--- src/design/threshold_code_pkg.sv ---
// Shared constants and types of the supply voltage detector controller
package threshold_code_pkg;

  // ==========================================================================
  // Register indices (byte address is four times the index)
  // ==========================================================================
  localparam logic [15:0] IDX_CLOCK_CTRL = 16'h5066;
  localparam logic [15:0] IDX_ENABLE     = 16'h5100;
  localparam logic [15:0] IDX_THRESHOLD  = 16'h5101;
  localparam logic [15:0] IDX_RESULT     = 16'h5102;
  localparam logic [15:0] IDX_IRQ_MASK   = 16'h5103;
  localparam logic [15:0] IDX_DROP_FLAG  = 16'h5104;

  // Index to aligned word address
  function automatic logic [31:0] threshold_code_byte_addr(input logic [15:0] idx);
    return {14'h0, idx, 2'h0};
  endfunction

  // ==========================================================================
  // Field layout, all registers are eight bits wide
  // ==========================================================================
  localparam int unsigned REG_WIDTH  = 8;
  localparam int unsigned CLOCK_GATE_EN_BIT  = 0;
  localparam int unsigned CLOCK_SOURCE_SEL_LSB = 2;
  localparam int unsigned CLOCK_SOURCE_SEL_MSB = 3;
  localparam int unsigned MONEN_BIT  = 0;
  localparam int unsigned THR_LSB    = 0;
  localparam int unsigned THR_MSB    = 3;
  localparam int unsigned RESULT_BIT = 0;
  localparam int unsigned IRQEN_BIT  = 0;
  localparam int unsigned FLAG_BIT   = 0;

  // ==========================================================================
  // Reset values
  // ==========================================================================
  localparam logic [1:0] CLOCK_SOURCE_SEL_RESET = 2'h1;
  localparam logic       CLOCK_GATE_EN_RESET  = 1'h0;
  localparam logic       MONEN_RESET  = 1'h0;
  localparam logic [3:0] THR_RESET    = 4'h0;
  localparam logic       IRQEN_RESET  = 1'h0;
  localparam logic       FLAG_RESET   = 1'h0;
  localparam logic       RESULT_RESET = 1'h0;

  // ==========================================================================
  // Clock source codes and dividers
  // ==========================================================================
  localparam logic [1:0] SRC_INTERNAL   = 2'h0;
  localparam logic [1:0] SRC_LOW_SPEED  = 2'h1;
  localparam logic [1:0] SRC_HIGH_SPEED = 2'h2;
  localparam logic [1:0] SRC_RESERVED   = 2'h3;
  localparam int unsigned INTERNAL_DIV   = 128;
  localparam int unsigned HIGH_SPEED_DIV = 512;

  // ==========================================================================
  // AHB-Lite encodings
  // ==========================================================================
  localparam logic [1:0] HTRANS_NONSEQ = 2'h2;
  localparam logic [2:0] HSIZE_WORD    = 3'h2;
  localparam logic       HRESP_OKAY    = 1'h0;

  // Bus slave phase, one-hot
  typedef enum logic [2:0] {
    PH_IDLE  = 3'h1,
    PH_WRITE = 3'h2,
    PH_READ  = 3'h4
  } threshold_code_phase_type;

endpackage

--- src/design/threshold_code_ctrl.sv ---
// Supply voltage detector controller with AHB-Lite register slave
//
// The implementer's own choice: the AHB-Lite interface to the registers.
`timescale 1ns/10ps
`default_nettype none
module threshold_code_ctrl #(
  parameter int unsigned INT_DIV = threshold_code_pkg::INTERNAL_DIV,
  parameter int unsigned HS_DIV  = threshold_code_pkg::HIGH_SPEED_DIV
) (
  input  wire logic        mclk,
  input  wire logic        reset,
  input  wire logic        hsel,
  input  wire logic [31:0] haddr,
  input  wire logic [1:0]  htrans,
  input  wire logic        hwrite,
  input  wire logic [2:0]  hsize,
  input  wire logic [31:0] hwdata,
  input  wire logic        hready,
  output logic             hreadyout,
  output logic [31:0]      hrdata,
  output logic             hresp,
  input  wire logic        internalOsc,
  input  wire logic        lowSpeedOsc,
  input  wire logic        highSpeedOsc,
  input  wire logic        compLow,
  output logic             monitorClk,
  output logic             monitorEnable,
  output logic [3:0]       thresholdCode,
  output logic             dropIrq
);
  import threshold_code_pkg::*;

  // ==========================================================================
  // State
  // ==========================================================================
  typedef struct packed {
    threshold_code_phase_type phase;
    logic [31:0]    addr;
    logic [1:0]     clockSourceSel;
    logic           clockGateEn;
    logic           monitorEnable;
    logic [3:0]     thresholdCode;
    logic           dropIrqEnable;
    logic           dropFlag;
    logic           lowSupplyResult;
    logic [1:0]     compSync;
    logic [31:0]    rdata;
    logic           irq;
  } threshold_code_ctrl_state_type;

  localparam threshold_code_ctrl_state_type RESET_STATE = '{
    phase:           PH_IDLE,
    addr:            32'h00000000,
    clockSourceSel:  CLOCK_SOURCE_SEL_RESET,
    clockGateEn:     CLOCK_GATE_EN_RESET,
    monitorEnable:   MONEN_RESET,
    thresholdCode:   THR_RESET,
    dropIrqEnable:   IRQEN_RESET,
    dropFlag:        FLAG_RESET,
    lowSupplyResult: RESULT_RESET,
    compSync:        2'h0,
    rdata:           32'h00000000,
    irq:             1'b0
  };

  threshold_code_ctrl_state_type state_reg;
  threshold_code_ctrl_state_type state_next;
  logic                monitorTick;
  logic                addrTake;
  logic                wrFire;
  logic                flagClear;
  logic                detectLow;

  // ==========================================================================
  // Detector clock generation
  // ==========================================================================
  threshold_code_clock_gen #(
    .INT_DIV (INT_DIV),
    .HS_DIV  (HS_DIV)
  ) u_clock_gen (
    .mclk           (mclk),
    .reset          (reset),
    .internalOsc    (internalOsc),
    .lowSpeedOsc    (lowSpeedOsc),
    .highSpeedOsc   (highSpeedOsc),
    .clockSourceSel (state_reg.clockSourceSel),
    .clockGateEn    (state_reg.clockGateEn),
    .monitorTick    (monitorTick),
    .monitorClk     (monitorClk)
  );

  // ==========================================================================
  // Register read multiplexer, reserved bits zero
  // ==========================================================================
  function automatic logic [31:0] read_value(input logic [31:0] a,
                                             input threshold_code_ctrl_state_type s);
    logic [REG_WIDTH-1:0] v;
    v = '0;
    if (a == threshold_code_byte_addr(IDX_CLOCK_CTRL)) begin
      v[CLOCK_SOURCE_SEL_MSB:CLOCK_SOURCE_SEL_LSB] = s.clockSourceSel;
      v[CLOCK_GATE_EN_BIT] = s.clockGateEn;
    end else if (a == threshold_code_byte_addr(IDX_ENABLE)) begin
      v[MONEN_BIT] = s.monitorEnable;
    end else if (a == threshold_code_byte_addr(IDX_THRESHOLD)) begin
      v[THR_MSB:THR_LSB] = s.thresholdCode;
    end else if (a == threshold_code_byte_addr(IDX_RESULT)) begin
      v[RESULT_BIT] = s.lowSupplyResult;
    end else if (a == threshold_code_byte_addr(IDX_IRQ_MASK)) begin
      v[IRQEN_BIT] = s.dropIrqEnable;
    end else if (a == threshold_code_byte_addr(IDX_DROP_FLAG)) begin
      v[FLAG_BIT] = s.dropFlag;
    end
    return {24'h000000, v};
  endfunction

  // Address phase accepted whenever selected and ready with a transfer pending
  assign addrTake = hsel && hready && htrans[1];
  assign wrFire = (state_reg.phase == PH_WRITE);
  assign flagClear = wrFire && (state_reg.addr == threshold_code_byte_addr(IDX_DROP_FLAG)) && hwdata[FLAG_BIT];
  // Ticks stop one cycle after the gate closes, so no detection happens then
  assign detectLow = monitorTick && state_reg.monitorEnable && state_reg.compSync[1];

  // ==========================================================================
  // Next state
  // ==========================================================================
  always_comb begin
    state_next = state_reg;
    // Bus phase tracking; non-word writes are dropped
    if (addrTake && hwrite && (hsize == HSIZE_WORD)) begin
      state_next.phase = PH_WRITE;
    end else if (addrTake && !hwrite) begin
      state_next.phase = PH_READ;
    end else begin
      state_next.phase = PH_IDLE;
    end
    if (addrTake) begin
      state_next.addr = haddr;
    end
    // Data phase write, reserved bits discarded
    if (wrFire) begin
      if (state_reg.addr == threshold_code_byte_addr(IDX_CLOCK_CTRL)) begin
        state_next.clockSourceSel = hwdata[CLOCK_SOURCE_SEL_MSB:CLOCK_SOURCE_SEL_LSB];
        state_next.clockGateEn = hwdata[CLOCK_GATE_EN_BIT];
      end else if (state_reg.addr == threshold_code_byte_addr(IDX_ENABLE)) begin
        state_next.monitorEnable = hwdata[MONEN_BIT];
      end else if (state_reg.addr == threshold_code_byte_addr(IDX_THRESHOLD)) begin
        state_next.thresholdCode = hwdata[THR_MSB:THR_LSB];
      end else if (state_reg.addr == threshold_code_byte_addr(IDX_IRQ_MASK)) begin
        state_next.dropIrqEnable = hwdata[IRQEN_BIT];
      end
    end
    // Comparator: first stage only feeds the second
    state_next.compSync = {state_reg.compSync[0], compLow};
    if (monitorTick && state_reg.monitorEnable) begin
      state_next.lowSupplyResult = state_reg.compSync[1];
    end
    // Clear first so that a detection in the same cycle wins
    if (flagClear) begin
      state_next.dropFlag = 1'b0;
    end
    if (detectLow) begin
      state_next.dropFlag = 1'b1;
    end
    state_next.irq = state_next.dropFlag && state_next.dropIrqEnable;
    // Read data sampled from next state, so a write just before is seen
    if (addrTake && !hwrite) begin
      state_next.rdata = read_value(haddr, state_next);
    end
  end

  always_ff @(posedge mclk) begin
    if (reset) begin
      state_reg <= RESET_STATE;
    end else begin
      state_reg <= state_next;
    end
  end

  // ==========================================================================
  // Outputs; zero wait states, always OKAY
  // ==========================================================================
  assign hreadyout = 1'b1;
  assign hresp = HRESP_OKAY;
  assign hrdata = state_reg.rdata;
  assign monitorEnable = state_reg.monitorEnable;
  assign thresholdCode = state_reg.thresholdCode;
  assign dropIrq = state_reg.irq;
endmodule
`default_nettype wire

--- src/design/threshold_code_clock_gen.sv ---
// Detector clock source selection, division and gating
`timescale 1ns/10ps
`default_nettype none
module threshold_code_clock_gen #(
  parameter int unsigned INT_DIV = threshold_code_pkg::INTERNAL_DIV,
  parameter int unsigned HS_DIV  = threshold_code_pkg::HIGH_SPEED_DIV
) (
  input  wire logic       mclk,
  input  wire logic       reset,
  input  wire logic       internalOsc,
  input  wire logic       lowSpeedOsc,
  input  wire logic       highSpeedOsc,
  input  wire logic [1:0] clockSourceSel,
  input  wire logic       clockGateEn,
  output logic            monitorTick,
  output logic            monitorClk
);
  import threshold_code_pkg::*;

  localparam int unsigned IW = $clog2(INT_DIV);
  localparam int unsigned HW = $clog2(HS_DIV);
  localparam logic [IW-1:0] INT_PRE = IW'(INT_DIV / 2 - 1);
  localparam logic [HW-1:0] HS_PRE  = HW'(HS_DIV / 2 - 1);

  // ==========================================================================
  // Parameter check: dividers must be powers of two, at least two
  // ==========================================================================
  if (INT_DIV < 2 || (INT_DIV & (INT_DIV - 1)) != 0) begin : g_bad_int
    $error("internal divider must be a power of two");
  end
  if (HS_DIV < 2 || (HS_DIV & (HS_DIV - 1)) != 0) begin : g_bad_hs
    $error("high speed divider must be a power of two");
  end

  typedef struct packed {
    logic [2:0]    sync1;
    logic [2:0]    sync2;
    logic [2:0]    prev;
    logic [IW-1:0] intCnt;
    logic [HW-1:0] hsCnt;
    logic          tick;
    logic          clkOut;
  } threshold_code_gen_state_type;

  threshold_code_gen_state_type state_reg;
  threshold_code_gen_state_type state_next;
  logic [2:0]         oscRise;

  // ==========================================================================
  // Edge detect per oscillator, after the two-stage synchroniser
  // ==========================================================================
  for (genvar i = 0; i < 3; i++) begin : g_edge
    assign oscRise[i] = state_reg.sync2[i] & ~state_reg.prev[i];
  end

  // Oscillators must run below half of mclk to be sampled faithfully
  always_comb begin
    logic rise;
    logic lvl;
    rise = 1'b0;
    lvl = 1'b0;
    state_next = state_reg;
    state_next.sync1 = {highSpeedOsc, lowSpeedOsc, internalOsc};
    state_next.sync2 = state_reg.sync1;
    state_next.prev = state_reg.sync2;
    if (oscRise[0]) begin
      state_next.intCnt = IW'(state_reg.intCnt + 1'b1);
    end
    if (oscRise[2]) begin
      state_next.hsCnt = HW'(state_reg.hsCnt + 1'b1);
    end
    // Divided clock rises when its counter crosses the half count
    case (clockSourceSel)
      SRC_INTERNAL: begin
        rise = oscRise[0] && (state_reg.intCnt == INT_PRE);
        lvl = state_next.intCnt[IW-1];
      end
      SRC_LOW_SPEED: begin
        rise = oscRise[1];
        lvl = state_reg.sync2[1];
      end
      SRC_HIGH_SPEED: begin
        rise = oscRise[2] && (state_reg.hsCnt == HS_PRE);
        lvl = state_next.hsCnt[HW-1];
      end
      default: begin
        rise = 1'b0;
        lvl = 1'b0;
      end
    endcase
    state_next.tick = clockGateEn & rise;
    state_next.clkOut = clockGateEn & lvl;
  end

  always_ff @(posedge mclk) begin
    if (reset) begin
      state_reg <= '0;
    end else begin
      state_reg <= state_next;
    end
  end

  assign monitorTick = state_reg.tick;
  assign monitorClk = state_reg.clkOut;

endmodule
`default_nettype wire

--- config.mk ---
export PLATFORM = sky130hd
export DESIGN_NAME = threshold_code_ctrl
export DESIGN_NICKNAME = d
export VERILOG_FILES = /design/src/design/threshold_code_pkg.sv /design/src/design/threshold_code_ctrl.sv /design/src/design/threshold_code_clock_gen.sv
export SDC_FILE = /design/constraint.sdc
export NUM_CORES = 1
export LEC_CHECK = 0
export ABC_AREA = 1
export BUFFER_PORTS_ARGS = -buffer_cell sky130_fd_sc_hd__buf_2
export CORE_AREA = 2 2 98 100
export DETAILED_ROUTE_END_ITERATION = 7
export DIE_AREA = 0 0 100 102
export PLACE_DENSITY = 0.7
export SYNTH_ARGS = -nofsm -noshare
export SYNTH_HDL_FRONTEND = slang
export SYNTH_HIERARCHICAL = 1
export SYNTH_SLANG_ARGS = --single-unit
--- constraint.sdc ---
create_clock -name mclk -period 1.9 [get_ports mclk]
set_clock_uncertainty 0.2 [all_clocks]
set_input_delay 0.38 -clock mclk [delete_from_list [all_inputs] [get_ports mclk]]
set_output_delay 0.38 -clock mclk [all_outputs]
set_load 0.01 [all_outputs]
==> impl_summary.log, run 1 <==
[metrics] via count of the first global-routing pass: between 3k and 4k
[metrics] number of cells after detailed placement: ~770
[metrics] area inside the core boundary: ~0.0091 mm2
[metrics] CTS buffer count: 9
[metrics] Cell variety after synth: 36
[metrics] clock-pin slew reported for the worst setup and hold paths after clock tree synthesis: about 0.080 ns
[metrics] I/O pins: 119
[metrics] Fin. Hold Viols: 0
[metrics] fraction of the mapped netlist area in adder cells: 0.9340%
[metrics] die width: ~100 um
[metrics] total congestion overflow: 0
[metrics] ratio of final minimum period to clock period: 100.5%
[metrics] RePlAce Congestion: a little under 0.9
[metrics] simple-gate share of the synthesized area: between 30% and 40%
[metrics] maximum level of the CTS H-tree: 3
[metrics] mux cell area share after synthesis: 0%
[metrics] complex-gate fraction of the synthesized area: around 12%
[metrics] detailed placement HPWL: approximately 7000 um
[metrics] Final min period: 1.909 ns
[metrics] TritonCTS clock tree: built
[metrics] areal power density over the cells: 702.6 mW/mm2
[metrics] number of flip-flops and latches in the synthesized netlist: 80
[metrics] DIE AREA: 0.01020 mm2
[metrics] total routed wirelength: approximately 9300 um
[metrics] pin count of the biggest net entering global routing: 37
[metrics] per-cell via count in the routed design: between 4 and 5
[metrics] combinational family with the most area after synthesis: simple AND/OR/NAND/NOR gates
[metrics] iteration count of the initial detailed-routing pass: 6
[metrics] non-filler cells, final: around 790
[metrics] number of nets with antenna violations after detailed routing: 0
[metrics] type of element launching the critical path: register
[metrics] initial antenna violation count: 0
[metrics] Cells after Synth: just under 600
[metrics] total negative setup slack: -0.009047 ns
[metrics] data required time at the worst endpoint: approximately 2.0 ns
[metrics] arrival time of data at the critical path endpoint: roughly 2.0 ns
[metrics] Worst Setup Path Type: reg2reg
[metrics] mean post-synth cell area: roughly 7 um2
[metrics] static leakage power: between 2 and 2.5 nW
[metrics] violations in the final reports: negative setup slack
[metrics] number of violations of the max-capacitance limit: 0
[metrics] clk sink count: 80
[metrics] highest attainable clock frequency: between 0.5 and 0.6 GHz
[metrics] worst-case setup margin in the final layout: -0.009047 ns
[metrics] unrepaired setup endpoints after global routing: true
[metrics] synthesized area: 0.004019 mm2
[metrics] y dimension of the die: approximately 100 um
[metrics] headroom to the max-slew limit: between 60 and 70%
[metrics] type of the tightest min-delay check: in2reg
[metrics] first-pass GRT wire length: ~15000 um
[metrics] CP endpoint kind: register
[metrics] antenna diode count: 0
[metrics] DR vias: 3780
[metrics] layout cells sized above 1: around 27%
[metrics] worst-skew pair later-pin latency: 0.35 ns
[metrics] DR DRC count: 0
[metrics] DRT iter0 DRCs: roughly 180
[metrics] share of synthesized area occupied by flip-flops and latches: roughly 40%
[metrics] post-synthesis xor/xnor area fraction: 0.4359%
[metrics] num rows: 35
[metrics] slew at the pin with the worst max-slew slack: 0.5037 ns
[metrics] Yosys Warn Count: 6
[metrics] max-slew violations: 0
[metrics] Setup-failing EPs final: 1
[metrics] maximum net fanout on the critical path: 4
[metrics] CTS root buf: clkbuf_8
[metrics] Hold-fix buffers, CTS: 0
[metrics] post-layout net count: ~760
[metrics] number of flip-flops in the largest register: 42
[metrics] count of input and output buffers: ~60
[metrics] Starting Density: around 44%
[metrics] fill cell total of the finished layout: around 870
[metrics] result of the run: complete, but fails checks
[metrics] All-Layer GR Usage: 18.75%
[metrics] CTS Buffer Depth: 2
[metrics] average wire per standard cell: 11.79 um
[metrics] largest voltage drop on the vdd net: ~0.53 mV
[metrics] layout overhead on the synthesized area: 20.73%
per-layer routing:
layer	vias up	track usage, %	part of all wire (%)
li1	1962	-	-
met4	0	4.953	1.6
met3	14	4.446	5.5
met1	1705	21.58	41
met2	99	34.98	52
met5	-	0	0
layout make-up:
cell class / instances / area [um2] / share of cell area (%)
multi-input combinational: 406 / 1996 / 41.13
sequential: 80 / 1618 / 33.34
timing repair buffer: 99 / 595.6 / 12.27
inverter: 80 / 300.3 / 6.189
tap: 111 / 138.9 / 2.862
clock buffer: 10 / 137.6 / 2.837
clock inverter: 6 / 66.31 / 1.367
worst paths after layout:
path                                    startpoint  slack, ns                               endpoint  depth (start not counted)
min                                    lowSpeedOsc       0.02  u_clock_gen/state_next[22]$_SDFF_PP0_                          3
min reg2reg  u_clock_gen/state_next[21]$_SDFF_PP0_       0.21  u_clock_gen/state_next[18]$_SDFF_PP0_                          2
max reg2reg             state_reg[59]$_SDFFE_PP0P_     -0.009                 hrdata[1]$_SDFFE_PP0P_                         10
max                     state_reg[59]$_SDFFE_PP0P_     -0.009                 hrdata[1]$_SDFFE_PP0P_                         10
cells in the mapped netlist (all sizes together):
cell type     number  area share (%)
nor2             112              11
nand2            110              11
dfxtp             80              40
inv               80             7.5
a21oi             45             5.7
buf               42             7.7
o21ai             36             4.6
nand3             31             4.0
nor3              14             2.1
nand4             10             1.6
clkbuf             8            0.75
ha                 3            0.93
nor4               3            0.47
o211ai             3            0.56
a31oi              2            0.31
conb               2            0.19
nand3b             2            0.37
xor2               2            0.44
dlymetal6s2s       1            0.31
nor3b              1            0.31
o21a               1            0.19
o21bai             1            0.19
metrics by stage:
step / cell area, um2 / utilization, % / hold WS (ns) / power (mW) / setup slack, ns
detailed placement: 4468 / 49.05 / 0.1961 / 2.129 / -0.04443
global route: 4852 / 53.27 / 0.02114 / 3.575 / -0.1558
finish: 4852 / 53.27 / 0.02097 / 3.409 / -0.009047
floorplan: 4124 / - / 0.1883 / 2.029 / 0.2276
global placement: 4468 / 49.05 / 0.1894 / 2.117 / -0.02930
CTS: 4693 / 51.52 / 0.007438 / 3.420 / -0.03833
where the power goes:
group	internal [mW]	switching [mW]	total [mW]
Combinational	0.144	0.230	0.374
Sequential	1.72	0.0299	1.75
Clock	0.650	0.631	1.28
Total	2.52	0.890	3.41
cell families (layout without fill, tap and decap cells):
| kind of cell | Yosys count | after routing |
|---|---|---|
| buffers and inverters | 131 | 195 |
| xor gates and xnor gates | 2 | 2 |
| DFF | 80 | 80 |
| AOI/OAI and AO/OA | 88 | 88 |
| other | 2 | 30 |
| and+or+nand+nor | 283 | 283 |
| adders and majority gates | 3 | 3 |
worst max-delay path, cell delays in order (launching register included):
cell	delay, ns
dfxtp_1	0.33
inv_2	0.07
nand2_2	0.06
nor2_4	0.17
nand2_4	0.08
nor3_2	0.17
nand4_1	0.23
nand2_1	0.16
o21ai_2	0.08
nand3b_1	0.17
a21oi_1	0.14
cells in the final DEF (no fill, tap or decap), types with 3 or more instances in the layout:
master	Yosys	routed
clkbuf_8	0	10
o21ai_1	4	3
nand4_1	10	10
nand3_1	30	28
a21oi_2	1	3
nor4_1	3	3
nor2_2	4	18
dfxtp_2	0	10
buf_2	2	59
nor2_4	4	8
dfxtp_1	80	69
nand2_2	1	11
inv_2	2	6
a21oi_1	44	42
o21ai_0	31	31
nand2_1	108	97
o211ai_1	3	3
conb_1	2	30
buf_4	38	40
nand3_2	1	3
inv_1	78	74
nor2_1	104	86
nor3_1	12	11
repair_timing:
action,4_1_cts,5_1_grt
pin swaps,1,16
buffers inserted,0,5
setup endpoints to repair,4,10
resized for setup,7,50
Power figures use the tool's default switching activity.
==> inputs of run 2 (changes only) <==
--- a/config.mk
+++ b/config.mk
@@ -10,7 +10,9 @@
 export CORE_AREA = 2 2 98 100
 export DETAILED_ROUTE_END_ITERATION = 7
 export DIE_AREA = 0 0 100 102
+export GPL_TIMING_DRIVEN = 0
 export PLACE_DENSITY = 0.7
+export RECOVER_POWER = 25
 export SYNTH_ARGS = -nofsm -noshare
 export SYNTH_HDL_FRONTEND = slang
 export SYNTH_HIERARCHICAL = 1
==> run 2 against run 1 <==
- hold slack worse by 0.0022 ns
- sequential share of layout area is 0.26 points lower
- the run still ends with negative setup slack left
- register-to-register slack worse by 0.08 ns
- first-iteration DRC count is 3.3% higher
- routed wire length is 0.95% higher
- sequential power hardly changed
- via count is 2.7% higher
- die area stayed put
- largest power group unchanged
- global-route usage hardly changed
- highest routed layer unchanged
==> impl_summary.log, run 2 (same netlist as run 1, synthesis figures left out) <==
[metrics] power dissipated by switching net loads: 0.8919 mW (+0.17%)
[metrics] result of the run: complete, but fails checks
[metrics] max-slew violations: 0 (unchanged)
[metrics] pin count of the biggest net entering global routing: 15 (-59%)
[metrics] areal power density over the cells: 719.1 mW/mm2 (+2.4%)
[metrics] total routed wirelength: 9423 um (+0.95%)
[metrics] antenna diode count: 0 (unchanged)
[metrics] per-cell via count in the routed design: 4.799 (+0.54%)
[metrics] CP endpoint kind: register
[metrics] die width: 100 um (unchanged)
[metrics] largest voltage drop on the vdd net: 0.4782 mV (-9.9%)
[metrics] first-pass GRT wire length: 15430 um (+0.86%)
[metrics] average wire per standard cell: 11.65 um (-1.2%)
[metrics] total congestion overflow: 0 (unchanged)
[metrics] type of the tightest min-delay check: in2reg
[metrics] Starting Density: 44.12% (unchanged)
[metrics] finished layout cell area: 0.004880 mm2 (+0.57%)
[metrics] All-Layer GR Usage: 18.78% (+0.027 points)
[metrics] data required time at the worst endpoint: 1.97 ns (-0.02 ns)
[metrics] CTS buffer count: 9 (unchanged)
[metrics] total power consumption of the routed design: 3.509 mW (+2.9%)
[metrics] Worst Setup Path Type: reg2reg
[metrics] Switching Fraction: 25.42% (-0.70 points)
[metrics] iteration count of the initial detailed-routing pass: 5 (-1)
[metrics] number of cells after detailed placement: 787 (+2.1%)
[metrics] DR DRC count: 0 (unchanged)
[metrics] RePlAce Congestion: 0.9062 (+3.2%)
[metrics] area inside the core boundary: 0.009109 mm2 (unchanged)
[metrics] number of violations of the max-capacitance limit: 0 (unchanged)
[metrics] most used cell, CP: nand2_1
[metrics] number of flip-flops in the largest register: 42 (unchanged)
[metrics] num rows: 35 (unchanged)
[metrics] commonest cells after routing, fill and taps aside: nand2_1 (103), nor2_1 (101), inv_1 (77)
[metrics] Largest stage delay, worst path: 0.33 ns (about the same)
[metrics] Combinational Power Share: 10.6% (-0.4 points)
[metrics] via count of the first global-routing pass: 3518 (-0.68%)
[metrics] y dimension of the die: 102 um (unchanged)
[metrics] type of element launching the critical path: register
[metrics] count of input and output buffers: 59 (unchanged)
[metrics] initial antenna violation count: 0 (unchanged)
[metrics] total cell area at the placement stage: 0.004558 mm2 (+2.0%)
[metrics] internal reg-to-reg setup slack: -0.09 ns (-0.08 ns)
[metrics] post-layout net count: 774 (+2.2%)
[metrics] CTS root buf: clkbuf_8
[metrics] Setup-failing EPs final: 2 (+1)
[metrics] commonest non-fill, non-tap cell in the layout: nand2_1
[metrics] clk sink count: 80 (unchanged)
[metrics] detailed placement HPWL: 7128 um (+1.0%)
[metrics] internal power: 2.617 mW (+3.9%)
[metrics] worst-skew pair later-pin latency: 0.35 ns (about the same)
[metrics] cell at the slowest stage of the critical path: dfxtp_1
[metrics] maximum net fanout on the critical path: 4 (unchanged)
[metrics] layout overhead on the synthesized area: 21.42%
[metrics] static leakage power: 2.223 nW (+2.6%)
[metrics] worst-case setup margin in the final layout: -0.08935 ns (-0.08031 ns)
[metrics] layout cells sized above 1: 22.78% (-4.2 points)
[metrics] CTS Buffer Depth: 2 (unchanged)
[metrics] ratio of final minimum period to clock period: 104.7% (+4.2 points)
[metrics] DR vias: 3882 (+2.7%)
[metrics] non-filler cells, final: 809 (+2.1%)
[metrics] highest attainable clock frequency: 0.5027 GHz (-4.0%)
[metrics] unrepaired setup endpoints after global routing: true
[metrics] Final min period: 1.989 ns (+0.08031 ns)
[metrics] ordered list of cells on the worst path: inv_1, nand2_1, nor2_1, nand2_2, nor3_2, nand4_1, nand2_1, o21ai_2, nand3b_1, a21oi_1
[metrics] worst-case hold slack: 0.01873 ns (-0.002236 ns)
[metrics] clock share of power: 39.4% (+1.8 points)
[metrics] maximum level of the CTS H-tree: 3 (unchanged)
[metrics] sequential power share: 50.0% (-1.5 points)
[metrics] Fin. Hold Viols: 0 (unchanged)
[metrics] arrival time of data at the critical path endpoint: 2.06 ns (+0.06 ns)
[metrics] TritonCTS clock tree: built
[metrics] DIE AREA: 0.01020 mm2 (unchanged)
[metrics] violations in the final reports: negative setup slack
[metrics] DRT iter0 DRCs: 190 (+3.3%)
[metrics] clock-pin slew reported for the worst setup and hold paths after clock tree synthesis: 0.09 ns (about the same)
[metrics] number of nets with antenna violations after detailed routing: 0 (unchanged)
[metrics] I/O pins: 119 (unchanged)
==> run 2: changes by cell type in the layout (fill, tap and decap cells not counted), sizes merged <==
cell and change:
bufinv +1, dlymetal6s2s +1, clkbuf +10, buf +5
inv -1, clkinvlp +1
==> run 2: power by group through the flow <==
| stage | Clock [mW] | Sequential, mW | Combinational [mW] |
|---|---|---|---|
| after global placement | 0 | 1.79 | 0.350 |
| final | 1.38 | 1.76 | 0.371 |
| after global routing | 1.48 | 1.76 | 0.421 |
| after floorplan | 0 | 1.79 | 0.244 |
| after CTS | 1.41 | 1.75 | 0.360 |
| after detailed placement | 0 | 1.79 | 0.356 |
==> run 2: through the flow <==
| step | util (%) | worst slack (ns) | TNS, ns |
|---|---|---|---|
| global placement | 50.04 | -0.1701 | -0.4727 |
| CTS | 52.83 | -0.03008 | -0.03407 |
| finish | 53.57 | -0.08935 | -0.09852 |
| detailed placement | 50.04 | -0.1687 | -0.8609 |
| floorplan | - | 0.2276 | 0 |
| global route | 53.57 | -0.2048 | -0.7945 |
==> run 2: final cells by class <==
| cell class | instances | area [um2] |
|---|---|---|
| fillers | 915 | 4229 |
| multi-input cells | 406 | 1918 |
| flip-flops and latches | 80 | 1614 |
| plain buffers | 51 | 350.3 |
| repair buffers | 65 | 339.1 |
| inverters | 80 | 300.3 |
| well taps | 111 | 138.9 |
| clock buffers | 9 | 123.9 |
| clock inverters | 7 | 95.09 |
==> run 2: worst paths after layout <==
check | from | to | cells past startpoint
worst max-delay path | state_reg[54]$_SDFFE_PP0P_ | hrdata[1]$_SDFFE_PP0P_ | 10
worst min-delay path | highSpeedOsc | u_clock_gen/state_next[23]$_SDFF_PP0_ | 3
worst max register to register | state_reg[54]$_SDFFE_PP0P_ | hrdata[1]$_SDFFE_PP0P_ | 10
worst min register to register | u_clock_gen/state_next[22]$_SDFF_PP0_ | u_clock_gen/state_next[19]$_SDFF_PP0_ | 2
==> run 2: worst max-delay path: cells and delay by family, from the launching register on <==
kind	cells	cell delay, ns
flops	1	0.33
simple gates	7	1.04
compound gates	2	0.21
buf+inv	1	0.11
==> run 2: what timing repair did <==
| action | in CTS | in global routing |
|---|---|---|
| setup endpoints to repair | 3 | 8 |
| setup buffers | 3 | 3 |
| hold buffers | 0 | 0 |
| pin swaps | 2 | 5 |
| gates resized for setup | 5 | 28 |
==> run 2: layer usage <==
layer / vias to the layer above / GRT usage [%] / wire length [um]
li1: 2001 / - / -
met1: 1743 / 22.54 / 4258
met2: 120 / 32.85 / 4487
met3: 18 / 3.762 / 501
met4: 0 / 8.114 / 175
met5: - / 0 / 0
